`config.mk`:
```
export PLATFORM = sky130hd
export DESIGN_NAME = nfpc_top
export DESIGN_NICKNAME = d
export VERILOG_FILES = /design/src/rtl/nfpc_pkg.sv /design/src/rtl/nfpc_top.sv
export VERILOG_INCLUDE_DIRS = /design/src /design/src/rtl
export SDC_FILE = /design/constraint.sdc
export NUM_CORES = 1
export LEC_CHECK = 0
export ABC_AREA = 1
export BUFFER_PORTS_ARGS = -buffer_cell sky130_fd_sc_hd__clkbuf_2
export CAP_MARGIN = 40
export CORE_MARGIN = 2
export CORE_UTILIZATION = 59
export CTS_BUF_LIST = sky130_fd_sc_hd__clkbuf_8
export DETAILED_ROUTE_END_ITERATION = 12
export GPL_TIMING_DRIVEN = 0
export PLACE_DENSITY_LB_ADDON = 0.15
export SYNTH_ARGS = -nofsm -noshare
export SYNTH_HDL_FRONTEND = slang
export SYNTH_SLANG_ARGS = --single-unit
```
`constraint.sdc`:
```
create_clock -name i_mclk -period 2.45 [get_ports i_mclk]
set_input_delay 0.1225 -clock i_mclk [delete_from_list [all_inputs] [get_ports i_mclk]]
set_output_delay 0.1225 -clock i_mclk [all_outputs]
set_load 0.01 [all_outputs]
```
`src/rtl/nfpc_defines.svh`:
```
// Constants for the NAND flash port controller
`ifndef NFPC_DEFINES_SVH
`define NFPC_DEFINES_SVH
`define NFPC_CLK_MHZ        100
`define NFPC_STROBE_NS      30
`define NFPC_STROBE_CYC     ((`NFPC_STROBE_NS * `NFPC_CLK_MHZ + 999) / 1000)
`define NFPC_CMD_READ0      8'h00
`define NFPC_CMD_READ1      8'h30
`define NFPC_CFG_SIG        8'hA5
`define NFPC_CFG_ADDR_BYTES 3'h5
`define NFPC_CFG_LEN        4'h8
`define NFPC_CS_NONE        8'hFF
`define NFPC_CFG_WP_BIT     0
`endif

```
`src/rtl/nfpc_pkg.sv`:
```
// Types for the NAND flash port controller
package nfpc_pkg;
  typedef enum logic [9:0] {
    ST_BOOT  = 10'h001,
    ST_PCMD  = 10'h002,
    ST_PADR  = 10'h004,
    ST_PCMD2 = 10'h008,
    ST_PWAIT = 10'h010,
    ST_PRD   = 10'h020,
    ST_IDLE  = 10'h040,
    ST_CMD   = 10'h080,
    ST_ADDR  = 10'h100,
    ST_DATA  = 10'h200
  } nfpc_state_t;

  typedef enum logic [1:0] {
    OP_CMD   = 2'h0,
    OP_ADDR  = 2'h1,
    OP_WRITE = 2'h2,
    OP_READ  = 2'h3
  } nfpc_op_t;
endpackage

```
`src/rtl/nfpc_top.sv`:
```
// NAND flash port sequencer: strobes, chip selects, boot probe, protect and indicators
`timescale 1ns/100ps
`include "nfpc_defines.svh"

module nfpc_top #(
  parameter int STROBE_CYC = `NFPC_STROBE_CYC
) (
  input  wire logic        i_mclk,
  input  wire logic        i_srst,
  input  wire logic        i_ce,
  input  wire logic [7:0]  i_dq,
  output logic      [7:0]  o_dq,
  output logic             o_dq_oe,
  input  wire logic [1:0]  i_ready_busy_n,
  output logic             o_write_strobe_n,
  output logic      [1:0]  o_flash_read_strobe_n,
  output logic             o_cmd_latch,
  output logic             o_addr_latch,
  output logic      [7:0]  o_chip_sel_n,
  output logic             o_activity_indicator_n,
  output logic             o_activity_indicator_oe,
  output logic             o_alive_indicator_n,
  output logic             o_alive_indicator_oe,
  output logic             o_flash_protect_out_n,
  output logic             o_flash_protect_out_oe,
  input  wire logic        i_protect_switch_in_n,
  input  wire logic        i_req_valid,
  input  wire nfpc_pkg::nfpc_op_t i_req_op,
  input  wire logic [7:0]  i_req_data,
  input  wire logic [2:0]  i_req_chip,
  input  wire logic        i_req_last,
  input  wire logic        i_cfg_area,
  output logic             o_req_ready,
  output logic             o_rd_valid,
  output logic      [7:0]  o_rd_data,
  output logic             o_req_refused,
  output logic             o_flash_busy,
  output logic             o_media_protected,
  output logic             o_normal_mode,
  output logic             o_mfg_mode,
  output logic             o_cfg_protect_en
);

  initial
  begin
    if (STROBE_CYC < 1 || STROBE_CYC > 255)
      $error("STROBE_CYC out of range");
  end

  typedef struct packed {
    nfpc_pkg::nfpc_state_t st;
    nfpc_pkg::nfpc_op_t    op;
    logic [7:0] cnt;
    logic [2:0] idx;
    logic [2:0] chip;
    logic       last;
    logic       phase;
    logic       in_xfer;
    logic [7:0] dq;
    logic       dq_oe;
    logic       we_n;
    logic [1:0] re_n;
    logic       cle;
    logic       ale;
    logic [7:0] cs_n;
    logic       act_n;
    logic       alive;
    logic       prot;
    logic       ready;
    logic       rd_valid;
    logic [7:0] rd_data;
    logic       refused;
    logic       normal;
    logic       cfg_wp;
    logic [1:0] rb_s1;
    logic [1:0] rb_s2;
    logic       sw_s1;
    logic       sw_s2;
    logic [7:0] dq_s1;
    logic [7:0] dq_s2;
  } nfpc_regs_t;

  nfpc_regs_t cur_ff;
  nfpc_regs_t nxt_ff;

  // One-hot select for a chip index; idle after a last byte selects nothing
  function automatic logic [7:0] sel_n(input logic [2:0] chip);
    sel_n = ~(8'h01 << chip);
  endfunction

  // Ready/busy of the selected chip: odd chips sit on the second line
  function automatic logic chip_ready(input logic [1:0] rb, input logic [2:0] chip);
    chip_ready = rb[chip[0]];
  endfunction

  logic sel_ready;
  logic strobe_done;

  always_comb
  begin
    nxt_ff = cur_ff;
    sel_ready = chip_ready(cur_ff.rb_s2, cur_ff.chip);
    strobe_done = (cur_ff.cnt == 8'(STROBE_CYC - 1));
    nxt_ff.rb_s1 = i_ready_busy_n;
    nxt_ff.rb_s2 = cur_ff.rb_s1;
    nxt_ff.sw_s1 = i_protect_switch_in_n;
    nxt_ff.sw_s2 = cur_ff.sw_s1;
    nxt_ff.dq_s1 = i_dq;
    nxt_ff.dq_s2 = cur_ff.dq_s1;
    nxt_ff.rd_valid = 1'b0;
    nxt_ff.refused = 1'b0;
    nxt_ff.ready = 1'b0;
    // Protect only changes between transfers so a page in flight is never cut
    if (!cur_ff.in_xfer && sel_ready && cur_ff.st != nfpc_pkg::ST_BOOT)
      nxt_ff.prot = ~cur_ff.sw_s2;
    unique case (cur_ff.st)
      nfpc_pkg::ST_BOOT:
      begin
        nxt_ff.chip = 3'h0;
        nxt_ff.cs_n = sel_n(3'h0);
        nxt_ff.dq = `NFPC_CMD_READ0;
        nxt_ff.dq_oe = 1'b1;
        nxt_ff.cle = 1'b1;
        nxt_ff.we_n = 1'b0;
        nxt_ff.cnt = 8'h00;
        nxt_ff.st = nfpc_pkg::ST_PCMD;
      end
      nfpc_pkg::ST_PCMD, nfpc_pkg::ST_PADR, nfpc_pkg::ST_PCMD2:
      begin
        nxt_ff.cnt = cur_ff.cnt + 8'h01;
        if (strobe_done && !cur_ff.phase)
        begin
          nxt_ff.we_n = 1'b1;
          nxt_ff.phase = 1'b1;
          nxt_ff.cnt = 8'h00;
        end
        else if (strobe_done)
        begin
          nxt_ff.phase = 1'b0;
          nxt_ff.cnt = 8'h00;
          nxt_ff.cle = 1'b0;
          nxt_ff.ale = 1'b0;
          if (cur_ff.st == nfpc_pkg::ST_PCMD2)
          begin
            nxt_ff.dq_oe = 1'b0;
            nxt_ff.st = nfpc_pkg::ST_PWAIT;
          end
          else if (cur_ff.st == nfpc_pkg::ST_PCMD ||
                   cur_ff.idx != `NFPC_CFG_ADDR_BYTES - 3'h1)
          begin
            nxt_ff.idx = (cur_ff.st == nfpc_pkg::ST_PCMD) ? 3'h0 : cur_ff.idx + 3'h1;
            nxt_ff.dq = 8'h00;
            nxt_ff.ale = 1'b1;
            nxt_ff.we_n = 1'b0;
            nxt_ff.st = nfpc_pkg::ST_PADR;
          end
          else
          begin
            nxt_ff.dq = `NFPC_CMD_READ1;
            nxt_ff.cle = 1'b1;
            nxt_ff.we_n = 1'b0;
            nxt_ff.st = nfpc_pkg::ST_PCMD2;
          end
        end
      end
      nfpc_pkg::ST_PWAIT:
      begin
        // A missing flash never drops busy; the pull-up reads ready and data floats high
        // Count stops at the end of the settle time so a long busy is not missed
        if (!strobe_done)
          nxt_ff.cnt = cur_ff.cnt + 8'h01;
        if (sel_ready && strobe_done)
        begin
          nxt_ff.cnt = 8'h00;
          nxt_ff.idx = 3'h0;
          nxt_ff.re_n = 2'b00;
          nxt_ff.st = nfpc_pkg::ST_PRD;
        end
      end
      nfpc_pkg::ST_PRD:
      begin
        nxt_ff.cnt = cur_ff.cnt + 8'h01;
        if (strobe_done && !cur_ff.phase)
        begin
          nxt_ff.re_n = 2'b11;
          nxt_ff.phase = 1'b1;
          nxt_ff.cnt = 8'h00;
          if (cur_ff.idx == 3'h0)
            nxt_ff.normal = (cur_ff.dq_s2 == `NFPC_CFG_SIG);
          else if (cur_ff.idx == 3'h1)
            nxt_ff.cfg_wp = cur_ff.dq_s2[`NFPC_CFG_WP_BIT];
        end
        else if (strobe_done)
        begin
          nxt_ff.phase = 1'b0;
          nxt_ff.cnt = 8'h00;
          nxt_ff.idx = cur_ff.idx + 3'h1;
          if (cur_ff.idx == 3'h1 || !cur_ff.normal)
          begin
            if (!cur_ff.normal)
              nxt_ff.cfg_wp = 1'b1;
            nxt_ff.cs_n = `NFPC_CS_NONE;
            nxt_ff.alive = 1'b1;
            nxt_ff.ready = 1'b1;
            nxt_ff.st = nfpc_pkg::ST_IDLE;
          end
          else
            nxt_ff.re_n = 2'b00;
        end
      end
      nfpc_pkg::ST_IDLE:
      begin
        nxt_ff.ready = 1'b1;
        if (i_req_valid)
        begin
          nxt_ff.ready = 1'b0;
          // Config area writes: blocked by switch, or in normal mode once protected
          if (i_req_op == nfpc_pkg::OP_WRITE && i_cfg_area &&
              (cur_ff.prot || (cur_ff.normal && cur_ff.cfg_wp)))
          begin
            nxt_ff.refused = 1'b1;
            nxt_ff.ready = 1'b1;
          end
          else
          begin
            nxt_ff.op = i_req_op;
            nxt_ff.chip = i_req_chip;
            nxt_ff.last = i_req_last;
            nxt_ff.cs_n = sel_n(i_req_chip);
            nxt_ff.cnt = 8'h00;
            nxt_ff.phase = 1'b0;
            nxt_ff.dq = i_req_data;
            nxt_ff.dq_oe = (i_req_op != nfpc_pkg::OP_READ);
            nxt_ff.cle = (i_req_op == nfpc_pkg::OP_CMD);
            nxt_ff.ale = (i_req_op == nfpc_pkg::OP_ADDR);
            if (i_req_op == nfpc_pkg::OP_READ || i_req_op == nfpc_pkg::OP_WRITE)
            begin
              nxt_ff.in_xfer = 1'b1;
              nxt_ff.act_n = 1'b0;
            end
            unique case (i_req_op)
              nfpc_pkg::OP_CMD:  nxt_ff.st = nfpc_pkg::ST_CMD;
              nfpc_pkg::OP_ADDR: nxt_ff.st = nfpc_pkg::ST_ADDR;
              default:           nxt_ff.st = nfpc_pkg::ST_DATA;
            endcase
          end
        end
      end
      nfpc_pkg::ST_CMD, nfpc_pkg::ST_ADDR, nfpc_pkg::ST_DATA:
      begin
        // Reads wait on ready/busy; the low phase is counted from the strobe fall
        nxt_ff.cnt = cur_ff.cnt + 8'h01;
        if (!cur_ff.phase && cur_ff.we_n && cur_ff.re_n == 2'b11)
        begin
          nxt_ff.cnt = 8'h00;
          if (cur_ff.op != nfpc_pkg::OP_READ || sel_ready)
          begin
            if (cur_ff.op == nfpc_pkg::OP_READ)
              nxt_ff.re_n[cur_ff.chip[0]] = 1'b0;
            else
              nxt_ff.we_n = 1'b0;
          end
        end
        else if (strobe_done && !cur_ff.phase)
        begin
          nxt_ff.phase = 1'b1;
          nxt_ff.cnt = 8'h00;
          nxt_ff.we_n = 1'b1;
          nxt_ff.re_n = 2'b11;
          if (cur_ff.op == nfpc_pkg::OP_READ)
          begin
            nxt_ff.rd_data = cur_ff.dq_s2;
            nxt_ff.rd_valid = 1'b1;
          end
        end
        else if (strobe_done)
        begin
          nxt_ff.phase = 1'b0;
          nxt_ff.cle = 1'b0;
          nxt_ff.ale = 1'b0;
          nxt_ff.dq_oe = 1'b0;
          nxt_ff.ready = 1'b1;
          nxt_ff.st = nfpc_pkg::ST_IDLE;
          if (cur_ff.last)
          begin
            nxt_ff.cs_n = `NFPC_CS_NONE;
            nxt_ff.in_xfer = 1'b0;
            nxt_ff.act_n = 1'b1;
          end
        end
      end
    endcase
  end

  always_ff @(posedge i_mclk)
  begin
    if (i_srst)
    begin
      cur_ff <= '0;
      cur_ff.st <= nfpc_pkg::ST_BOOT;
      cur_ff.we_n <= 1'b1;
      cur_ff.re_n <= 2'b11;
      cur_ff.cs_n <= `NFPC_CS_NONE;
      cur_ff.act_n <= 1'b1;
      cur_ff.cfg_wp <= 1'b1;
      cur_ff.rb_s1 <= 2'b11;
      cur_ff.rb_s2 <= 2'b11;
      cur_ff.sw_s1 <= 1'b1;
      cur_ff.sw_s2 <= 1'b1;
    end
    else if (i_ce)
      cur_ff <= nxt_ff;
  end

  assign o_dq = cur_ff.dq;
  assign o_dq_oe = cur_ff.dq_oe;
  assign o_write_strobe_n = cur_ff.we_n;
  assign o_flash_read_strobe_n = cur_ff.re_n;
  assign o_cmd_latch = cur_ff.cle;
  assign o_addr_latch = cur_ff.ale;
  assign o_chip_sel_n = cur_ff.cs_n;
  assign o_activity_indicator_n = 1'b0;
  assign o_activity_indicator_oe = ~cur_ff.act_n;
  assign o_alive_indicator_n = 1'b0;
  assign o_alive_indicator_oe = cur_ff.alive;
  assign o_flash_protect_out_n = 1'b0;
  assign o_flash_protect_out_oe = cur_ff.prot;
  assign o_req_ready = cur_ff.ready;
  assign o_rd_valid = cur_ff.rd_valid;
  assign o_rd_data = cur_ff.rd_data;
  assign o_req_refused = cur_ff.refused;
  assign o_flash_busy = ~chip_ready(cur_ff.rb_s2, cur_ff.chip);
  assign o_media_protected = cur_ff.prot;
  assign o_normal_mode = cur_ff.normal & cur_ff.alive;
  assign o_mfg_mode = ~cur_ff.normal & cur_ff.alive;
  assign o_cfg_protect_en = cur_ff.cfg_wp;

endmodule

```
# After elaboration in Yosys (flattened, before gate mapping)
# Index checks and enable logic that the tools add are counted.
# totals
out_inout_bits	44
input_bits	30
ff_bits	87
# classes
magnitude_cmp	2
add_sub_neg	2
eq_ne	52
n_mux	108
n_shift	1
bitwise	12
n_reduce_logical	54
# op_table
operator	count
two-way mux 10 bit	12
two-way mux 11 bit	8
two-way mux 8 bit	9
one-hot mux 10 bit (6 select lines)	1
one-hot mux 8 bit (6 select lines)	1
two-way mux 9 bit	5
two-way mux 20 bit	2
inequality test 2 bit, second input constant	20
AND reduction 9 bit	4
two-way mux 1 bit	33
inequality test 3 bit, second input constant	11
one-hot mux 8 bit (4 select lines)	1
AND reduction 7 bit	4
two-way mux 13 bit	2
two-way mux 3 bit	8
one-hot mux 8 bit (3 select lines)	1
two-way mux 2 bit	10
one-hot mux 10 bit (2 select lines)	1
nonzero test 3 bit	6
AND reduction 4 bit	4
one-hot mux 1 bit (3 select lines)	4
AND reduction 12 bit	1
AND reduction 11 bit	1
== test 10 x 1 -> 1 bit, second input constant	1
47 further kinds	81

# Longest topological paths before layout
# Gate-level depths: netlist of run 1.
# depth
ltp_word	10
ltp_mapped	14
depth_no_buf	13

# Least setup slack after synthesis of run 1
# OpenSTA, ideal clock, no wires.
# synth_timing
kind	register -> register
from	reg cur_ff[69] (netlist bit)
to	reg cur_ff[84] (netlist bit)
path_slack_ps	623
stages_incl_launch_ff	15
arrival_time_ps	1714
path_cell_list	dfxtp_1 inv_1 ha_1 inv_1 nor3_1 nand2_2 nor2_4 nand3_1 nand2_2 nor2_4 nand3_4 buf_6 nand2_1 nand2_1 nor2_1
# synth_between
elab_chain_len	4
elab_cells_between_ends	11
classes_between	eq/ne: 8; reduce/logical: 3
# synth_lines
element	line	text
start: declaration	nfpc_top.sv:83	nfpc_regs_t cur_ff;
start signal: assignment	nfpc_top.sv:312	cur_ff <= nxt_ff;
== test 8 x 2 -> 1 bit *	nfpc_top.sv:103	strobe_done = (cur_ff.cnt == 8'(STROBE_CYC - 1));
logical AND 1 bit (on tied branches)	n/a	
inequality test 2 bit (no line)	n/a	
AND reduction 12 bit (no line) *	n/a	
# Every way passes the cells marked *; elsewhere a longest branch is shown, timed or not.
# A chain may end at the register's enable or synchronous reset.

# Worst setup path in the final report of run 1
# Ends and elaborated chain as after synthesis.

==> results of run 1 <==
==> synthesized netlist by cell type, types with 3 or more instances <==
cell type / n
nand2_1: 150
nor2_1: 134
dfxtp_1: 87
inv_1: 85
nand3_1: 82
o21ai_0: 54
buf_4: 30
a21oi_1: 28
nand4_1: 18
nor3_1: 13
clkbuf_1: 12
nor2_4: 9
nand2_2: 8
buf_2: 5
buf_6: 5
ha_1: 5
nor2_2: 5
inv_2: 4
nand3_4: 3
xor2_1: 3
==> registers in the layout, indices dropped and copies added (netlist names) <==
signal and flops:
cur_ff 51, o_chip_sel_n 8, o_dq 8, o_rd_data 8, o_flash_read_strobe_n 2, o_addr_latch 1
o_alive_indicator_oe 1, o_cfg_protect_en 1, o_cmd_latch 1, o_dq_oe 1, o_flash_protect_out_oe 1, o_rd_valid 1
o_req_ready 1, o_req_refused 1, o_write_strobe_n 1
==> through the flow <==
stage	power [mW]	std cells	instance area, µm²
after global routing	4.18	968	5830
after detailed placement	2.91	937	5480
after floorplan	2.57	763	5000
final	3.94	968	5830
after CTS	3.93	964	5780
after global placement	2.87	937	5480
==> final cells by class <==
class,count,area (µm²)
fill,716,2380
clock inverter,7,72.6
inverter,91,347
sequential,87,1740
clock buffer,9,124
timing repair buffer,84,485
tap,105,131
buffer,52,352
multi-input combinational,533,2580
==> worst paths after layout <==
kind                    from               to  slack, ns  cells past startpoint
min reg2reg  o_chip_sel_n[5]  o_chip_sel_n[5]       0.47                      2
max reg2reg       cur_ff[69]       cur_ff[84]       0.20                     13
min               i_req_last       cur_ff[62]       0.02                      3
max               cur_ff[69]       cur_ff[84]       0.20                     13
==> metal layers <==
metal,global-route usage,vias up,part of all wire
met1,0.361,2389,0.42
met5,0,-,0
met2,0.540,174,0.50
li1,-,2593,-
met3,0.0470,33,0.053
met4,0.129,0,0.026
==> what timing repair did <==
| action | in CTS | in global routing |
|---|---|---|
| endpoints found under the setup margin | 0 | 22 |
| resized for setup | 0 | 4 |
| endpoints found under the hold margin | 11 | 0 |
| setup buffers | 0 | 4 |
| hold buffers | 11 | 0 |
==> worst max-delay path, delay by kind of cell (launching register included) <==
family | cells | cell delay [ns]
AO/OA/AOI/OAI | 1 | 0.29
flip-flops | 1 | 0.34
buffers and inverters | 3 | 0.32
AND/OR/NAND/NOR | 8 | 1.03
adder cells (fa/ha/maj) | 1 | 0.19
==> logic make-up (layout without fill, tap and decap cells) <==
logic type / after synthesis / count (layout) / synth area share
flops: 87 / 87 / 0.349
xor+xnor: 4 / 4 / 0.00702
fa+ha+maj: 5 / 5 / 0.0125
other cells: 1 / 3 / 0.000751
simple gates: 432 / 432 / 0.398
buf+inv: 143 / 243 / 0.140
compound gates: 89 / 89 / 0.0925
==> power by group through the flow <==
stage,Clock (mW),Sequential (mW),Combinational (mW)
2_1_floorplan,0,1.67,0.903
3_3_place_gp,0,1.67,1.20
3_5_place_dp,0,1.68,1.22
4_1_cts,1.04,1.65,1.24
5_1_grt,1.08,1.67,1.43
6_report,1.02,1.66,1.27
==> impl_results.md, run 1 <==
- Vias per inst: 5.36
- Worst VDD drop: 430 µV
- Sw Pwr: 1.53 mW
- Drt first pass iters: 5
- Cells after synthesis: 761
- Core area: 0.00822 mm²
- I/O pin count: 74
- Die Span X: 96.0 µm
- TritonCTS clock tree: built
- Initial antenna violation count: 0
- CP Cell Sequence: inv_1 > ha_1 > inv_1 > nor3_1 > nand2_2 > o21ai_2 > nand2_2 > nor2_4 > nand3_4 > buf_6 > nand2_1 > nand2_1 > nor2_1
- Prevailing post-synth register cell: dfxtp_1
- Area added between synthesis and finish: 16.8%
- Pin count of the biggest net entering global routing: 19
- Critical path arrival: 2.55 ns
- # Max-Cap Violations: 0
- Num rows: 33
- CP Capture Type: flop
- Status: completed
- Fraction of registers with async set/reset: 0
- Vias in the first global route: 4655
- Yosys top cell by area: dfxtp_1
- Yosys top cell area share: 0.349
- Layout cells sized above 1: 0.198
- Hold Fails Final Rpt: 0
- Slowest-stage cell, CP: dfxtp_1
- Final core occ: 0.710
- Routed len/inst: 14.2 µm
- Clk buf depth: 2
- Hold Crit Class: in2reg
- WHS: 0.0199 ns
- Total Wirelength: 13700 µm
- DRT iter0 DRCs: 224
- Seq pwr share: 0.420
- Netlist cell types: 36
- RSZ-0062 raised after global routing: true
- Gr usage total: 0.303
- Crit path max fanout: 10
- Vias: 5189
- Clk Latency, worst-skew pair: 0.38 ns
- Min cycle time layout: 2.25 ns
- Buffers on Ports: 69
- First-pass GRT wire length: 21500 µm
- Yosys warnings: 0
- DRC Markers: 0
- WS Path Type: reg2reg
- Placer Congestion: 0.969
- Layout Nets: 893
- Worst slew margin: 0.598
- Antenna Cells: 0
- Largest stage delay on the critical path: 0.34 ns
- Starting Density: 0.607
- PwrDens: 676 mW/mm²
- Clk network pwr share: 0.259
- Internal: 2.42 mW
- Mapped Avg Cell Area: 6.56 µm²
- Clock Root Buffer: clkbuf_8
- HPWL Detailed: 10300 µm
- Synthesized flop and latch total: 87
- Clock sinks: 87
- Clk slew on worst S/H paths: 0.10 ns
- Die area: 0.00921 mm²
- Sw Share: 0.387
- Critical Path RT: 2.75 ns
- Logic pwr share: 0.321
- Pre-CTS WS: 0.113 ns
- Post-synthesis sequential area ratio: 0.349
- Die Y: 96.0 µm
- Final ANT Viol Nets: 0
- Fmax: 444 MHz
- GRT Residual Overflow: 0
- Total negative slack: 0 ns
- Most common cell after layout, fill and taps aside: nand2_1
- Worst Max-Slew Pin Slew: 0.603 ns
- Worst Skew: 0.0147 ns
- Total CTS buffers: 9
- Synth area leaders: dfxtp_1 35%, nand2_1 11%, nor2_1 10%, nand3_1 8.2%, inv_1 6.4%
- Most frequent cells in the layout: 150 x nand2_1, 133 x nor2_1, 87 x dfxtp_1
- Final setup fails: 0
- Depth of the CTS H-tree: 3
- Period utilization: 0.919
- Syn Std Cell Area: 0.00499 mm²
- Number of flops mapped to enable cells by yosys: 0
- Final worst slack: 0.199 ns
- Worst setup SP type: flop
- LEAKAGE: 3.01 nW
- Final slew viol count: 0
Note: power is estimated with default switching activity, not from simulation.
==> run 2, diff against run 1 <==
--- a/config.mk
+++ b/config.mk
@@ -12,9 +12,12 @@
 export CORE_MARGIN = 2
 export CORE_UTILIZATION = 59
 export CTS_BUF_LIST = sky130_fd_sc_hd__clkbuf_8
+export CTS_CLUSTER_SIZE = 8
 export DETAILED_ROUTE_END_ITERATION = 12
 export GPL_TIMING_DRIVEN = 0
 export PLACE_DENSITY_LB_ADDON = 0.15
+export SETUP_SLACK_MARGIN = 0.4
 export SYNTH_ARGS = -nofsm -noshare
 export SYNTH_HDL_FRONTEND = slang
 export SYNTH_SLANG_ARGS = --single-unit
+export TNS_END_PERCENT = 10
==> run 2 against run 1 <==
Total power grew 2.1%; setup slack better by 0.25 ns; routed wire length up 4.1%; flip-flop and latch count unchanged; sequential power about the same; register-to-register slack better by 0.25 ns; core utilization grew 2.9 points; fmax up 13%; non-clock buffer count is 14 higher; via count increased by 1.5%; critical path type unchanged; largest power group unchanged.
==> impl_results.md, run 2 (same netlist as run 1, synthesis figures left out) <==
- Most frequent cells in the layout: 145 x nand2_1, 127 x nor2_1, 84 x dfxtp_1
- Hold Fails Final Rpt: 0
- Critical path arrival: 2.30 ns
- GRT Residual Overflow: 0
- Worst Skew: 0.0119 ns
- Die area: 0.00921 mm²
- Final setup fails: 0
- Die Span X: 96.0 µm
- Starting Density: 0.607
- DRC Markers: 0
- Clock Root Buffer: clkbuf_8
- Core area: 0.00822 mm²
- Buffers on Ports: 69
- Period utilization: 0.816
- Pin count of the biggest net entering global routing: 19
- Status: completed
- Die Y: 96.0 µm
- Clk buf depth: 2
- Cell count along the critical path: 13
- Worst slew margin: 0.595
- Min cycle time layout: 2.00 ns
- Final worst slack: 0.450 ns
- First-pass GRT wire length: 21900 µm
- Largest register FFs: 51
- R2R depth: 13
- Depth of the CTS H-tree: 3
- Total Wirelength: 14300 µm
- Top cell family by delay on the critical path: simple AND/OR/NAND/NOR gates
- CP Cell Sequence: inv_2 > ha_4 > inv_2 > nor3_4 > nand2_4 > o21ai_4 > nand2_2 > nor2_4 > nand3_4 > buf_6 > nand2_1 > nand2_1 > nor2_1
- Placer Congestion: 0.969
- Gr usage total: 0.310
- Pre-CTS WS: 0.113 ns
- Fmax: 500 MHz
- Final ANT Viol Nets: 0
- Vias: 5267
- Initial antenna violation count: 0
- Vias per inst: 5.36
- Post-route design area: 0.00607 mm²
- CP Buf/Inv Count: 3
- Area added between synthesis and finish: 21.6%
- PwrDens: 664 mW/mm²
- WS Path Type: reg2reg
- Most flops, register: cur_ff
- CP Capture Type: flop
- DRT iter0 DRCs: 262
- Crit path max fanout: 10
- Antenna Cells: 0
- Slowest-stage cell, CP: dfxtp_2
- Layout cells sized above 1: 0.236
- I/O pin count: 74
- FF-to-FF setup slack: 0.45 ns
- LEAKAGE: 3.10 nW
- Clk Latency, worst-skew pair: 0.37 ns
- Drt first pass iters: 5
- HPWL Detailed: 10300 µm
- Worst setup SP type: flop
- # Max-Cap Violations: 0
- Worst VDD drop: 429 µV
- Layout Nets: 908
- RSZ-0062 raised after global routing: true
- Total CTS buffers: 9
- Vias in the first global route: 4726
- Hold Crit Class: in2reg
- Num rows: 33
- WHS Path Cells: 3
- Routed len/inst: 14.5 µm
- Largest stage delay on the critical path: 0.35 ns
- TritonCTS clock tree: built
- Most common cell after layout, fill and taps aside: nand2_1
- Clk slew on worst S/H paths: 0.10 ns
- Clock sinks: 87
- Critical Path RT: 2.75 ns
- Placed Area: 0.00548 mm²
- Worst Max-Slew Pin Slew: 0.608 ns
- Total negative slack: 0 ns
- Final slew viol count: 0
==> run 2: what timing repair did <==
action / 4_1_cts / 5_1_grt
gates resized for setup: 7 / 32
endpoints found under the setup margin: 48 / 59
buffers inserted: 7 / 10
hold buffers: 11 / 0
endpoints found under the hold margin: 11 / 0
pin swaps: 7 / 11
cloned: 2 / 0
==> run 2: layout make-up <==
| cell class | instances | area (µm²) |
|---|---|---|
| clock buffer | 9 | 124 |
| sequential | 87 | 1750 |
| tap | 105 | 131 |
| fill | 678 | 2150 |
| clock inverter | 7 | 72.6 |
| timing repair buffer | 98 | 599 |
| inverter | 91 | 349 |
| buffer | 52 | 352 |
| multi-input combinational | 534 | 2700 |
==> run 2: worst paths after layout <==
kind,startpoint,endpoint
setup / recovery,cur_ff[69],cur_ff[84]
hold / removal,i_req_last,cur_ff[62]
setup reg to reg,cur_ff[69],cur_ff[84]
hold reg to reg,cur_ff[16],cur_ff[16]
==> run 2: worst min-delay path, stage by stage <==
cell and delay (ns):
clkbuf_2 0.09, nor3_1 0.04, nor2_1 0.11
==> run 2: report_power, final <==
| part | switching (mW) | internal [mW] |
|---|---|---|
| Combinational | 0.844 | 0.502 |
| Sequential | 0.103 | 1.56 |
| Clock | 0.620 | 0.401 |
| Total | 1.57 | 2.46 |
==> run 2: metal layers <==
| layer | share of wire | up-vias | track usage |
|---|---|---|---|
| met5 | 0 | - | 0 |
| li1 | - | 2630 | - |
| met1 | 0.42 | 2440 | 0.369 |
| met3 | 0.051 | 33 | 0.0478 |
| met2 | 0.51 | 164 | 0.552 |
| met4 | 0.025 | 0 | 0.132 |
==> run 2: per-stage QoR <==
stage / util / power, mW / hold slack, ns / std cells
finish: 0.739 / 4.03 / 0.0292 / 983
global route: 0.739 / 4.27 / 0.0420 / 983
CTS: 0.716 / 3.95 / 0.0102 / 973
detailed placement: 0.666 / 2.91 / 0.344 / 937
global placement: 0.666 / 2.87 / 0.334 / 937
floorplan: - / 2.57 / 0.249 / 763
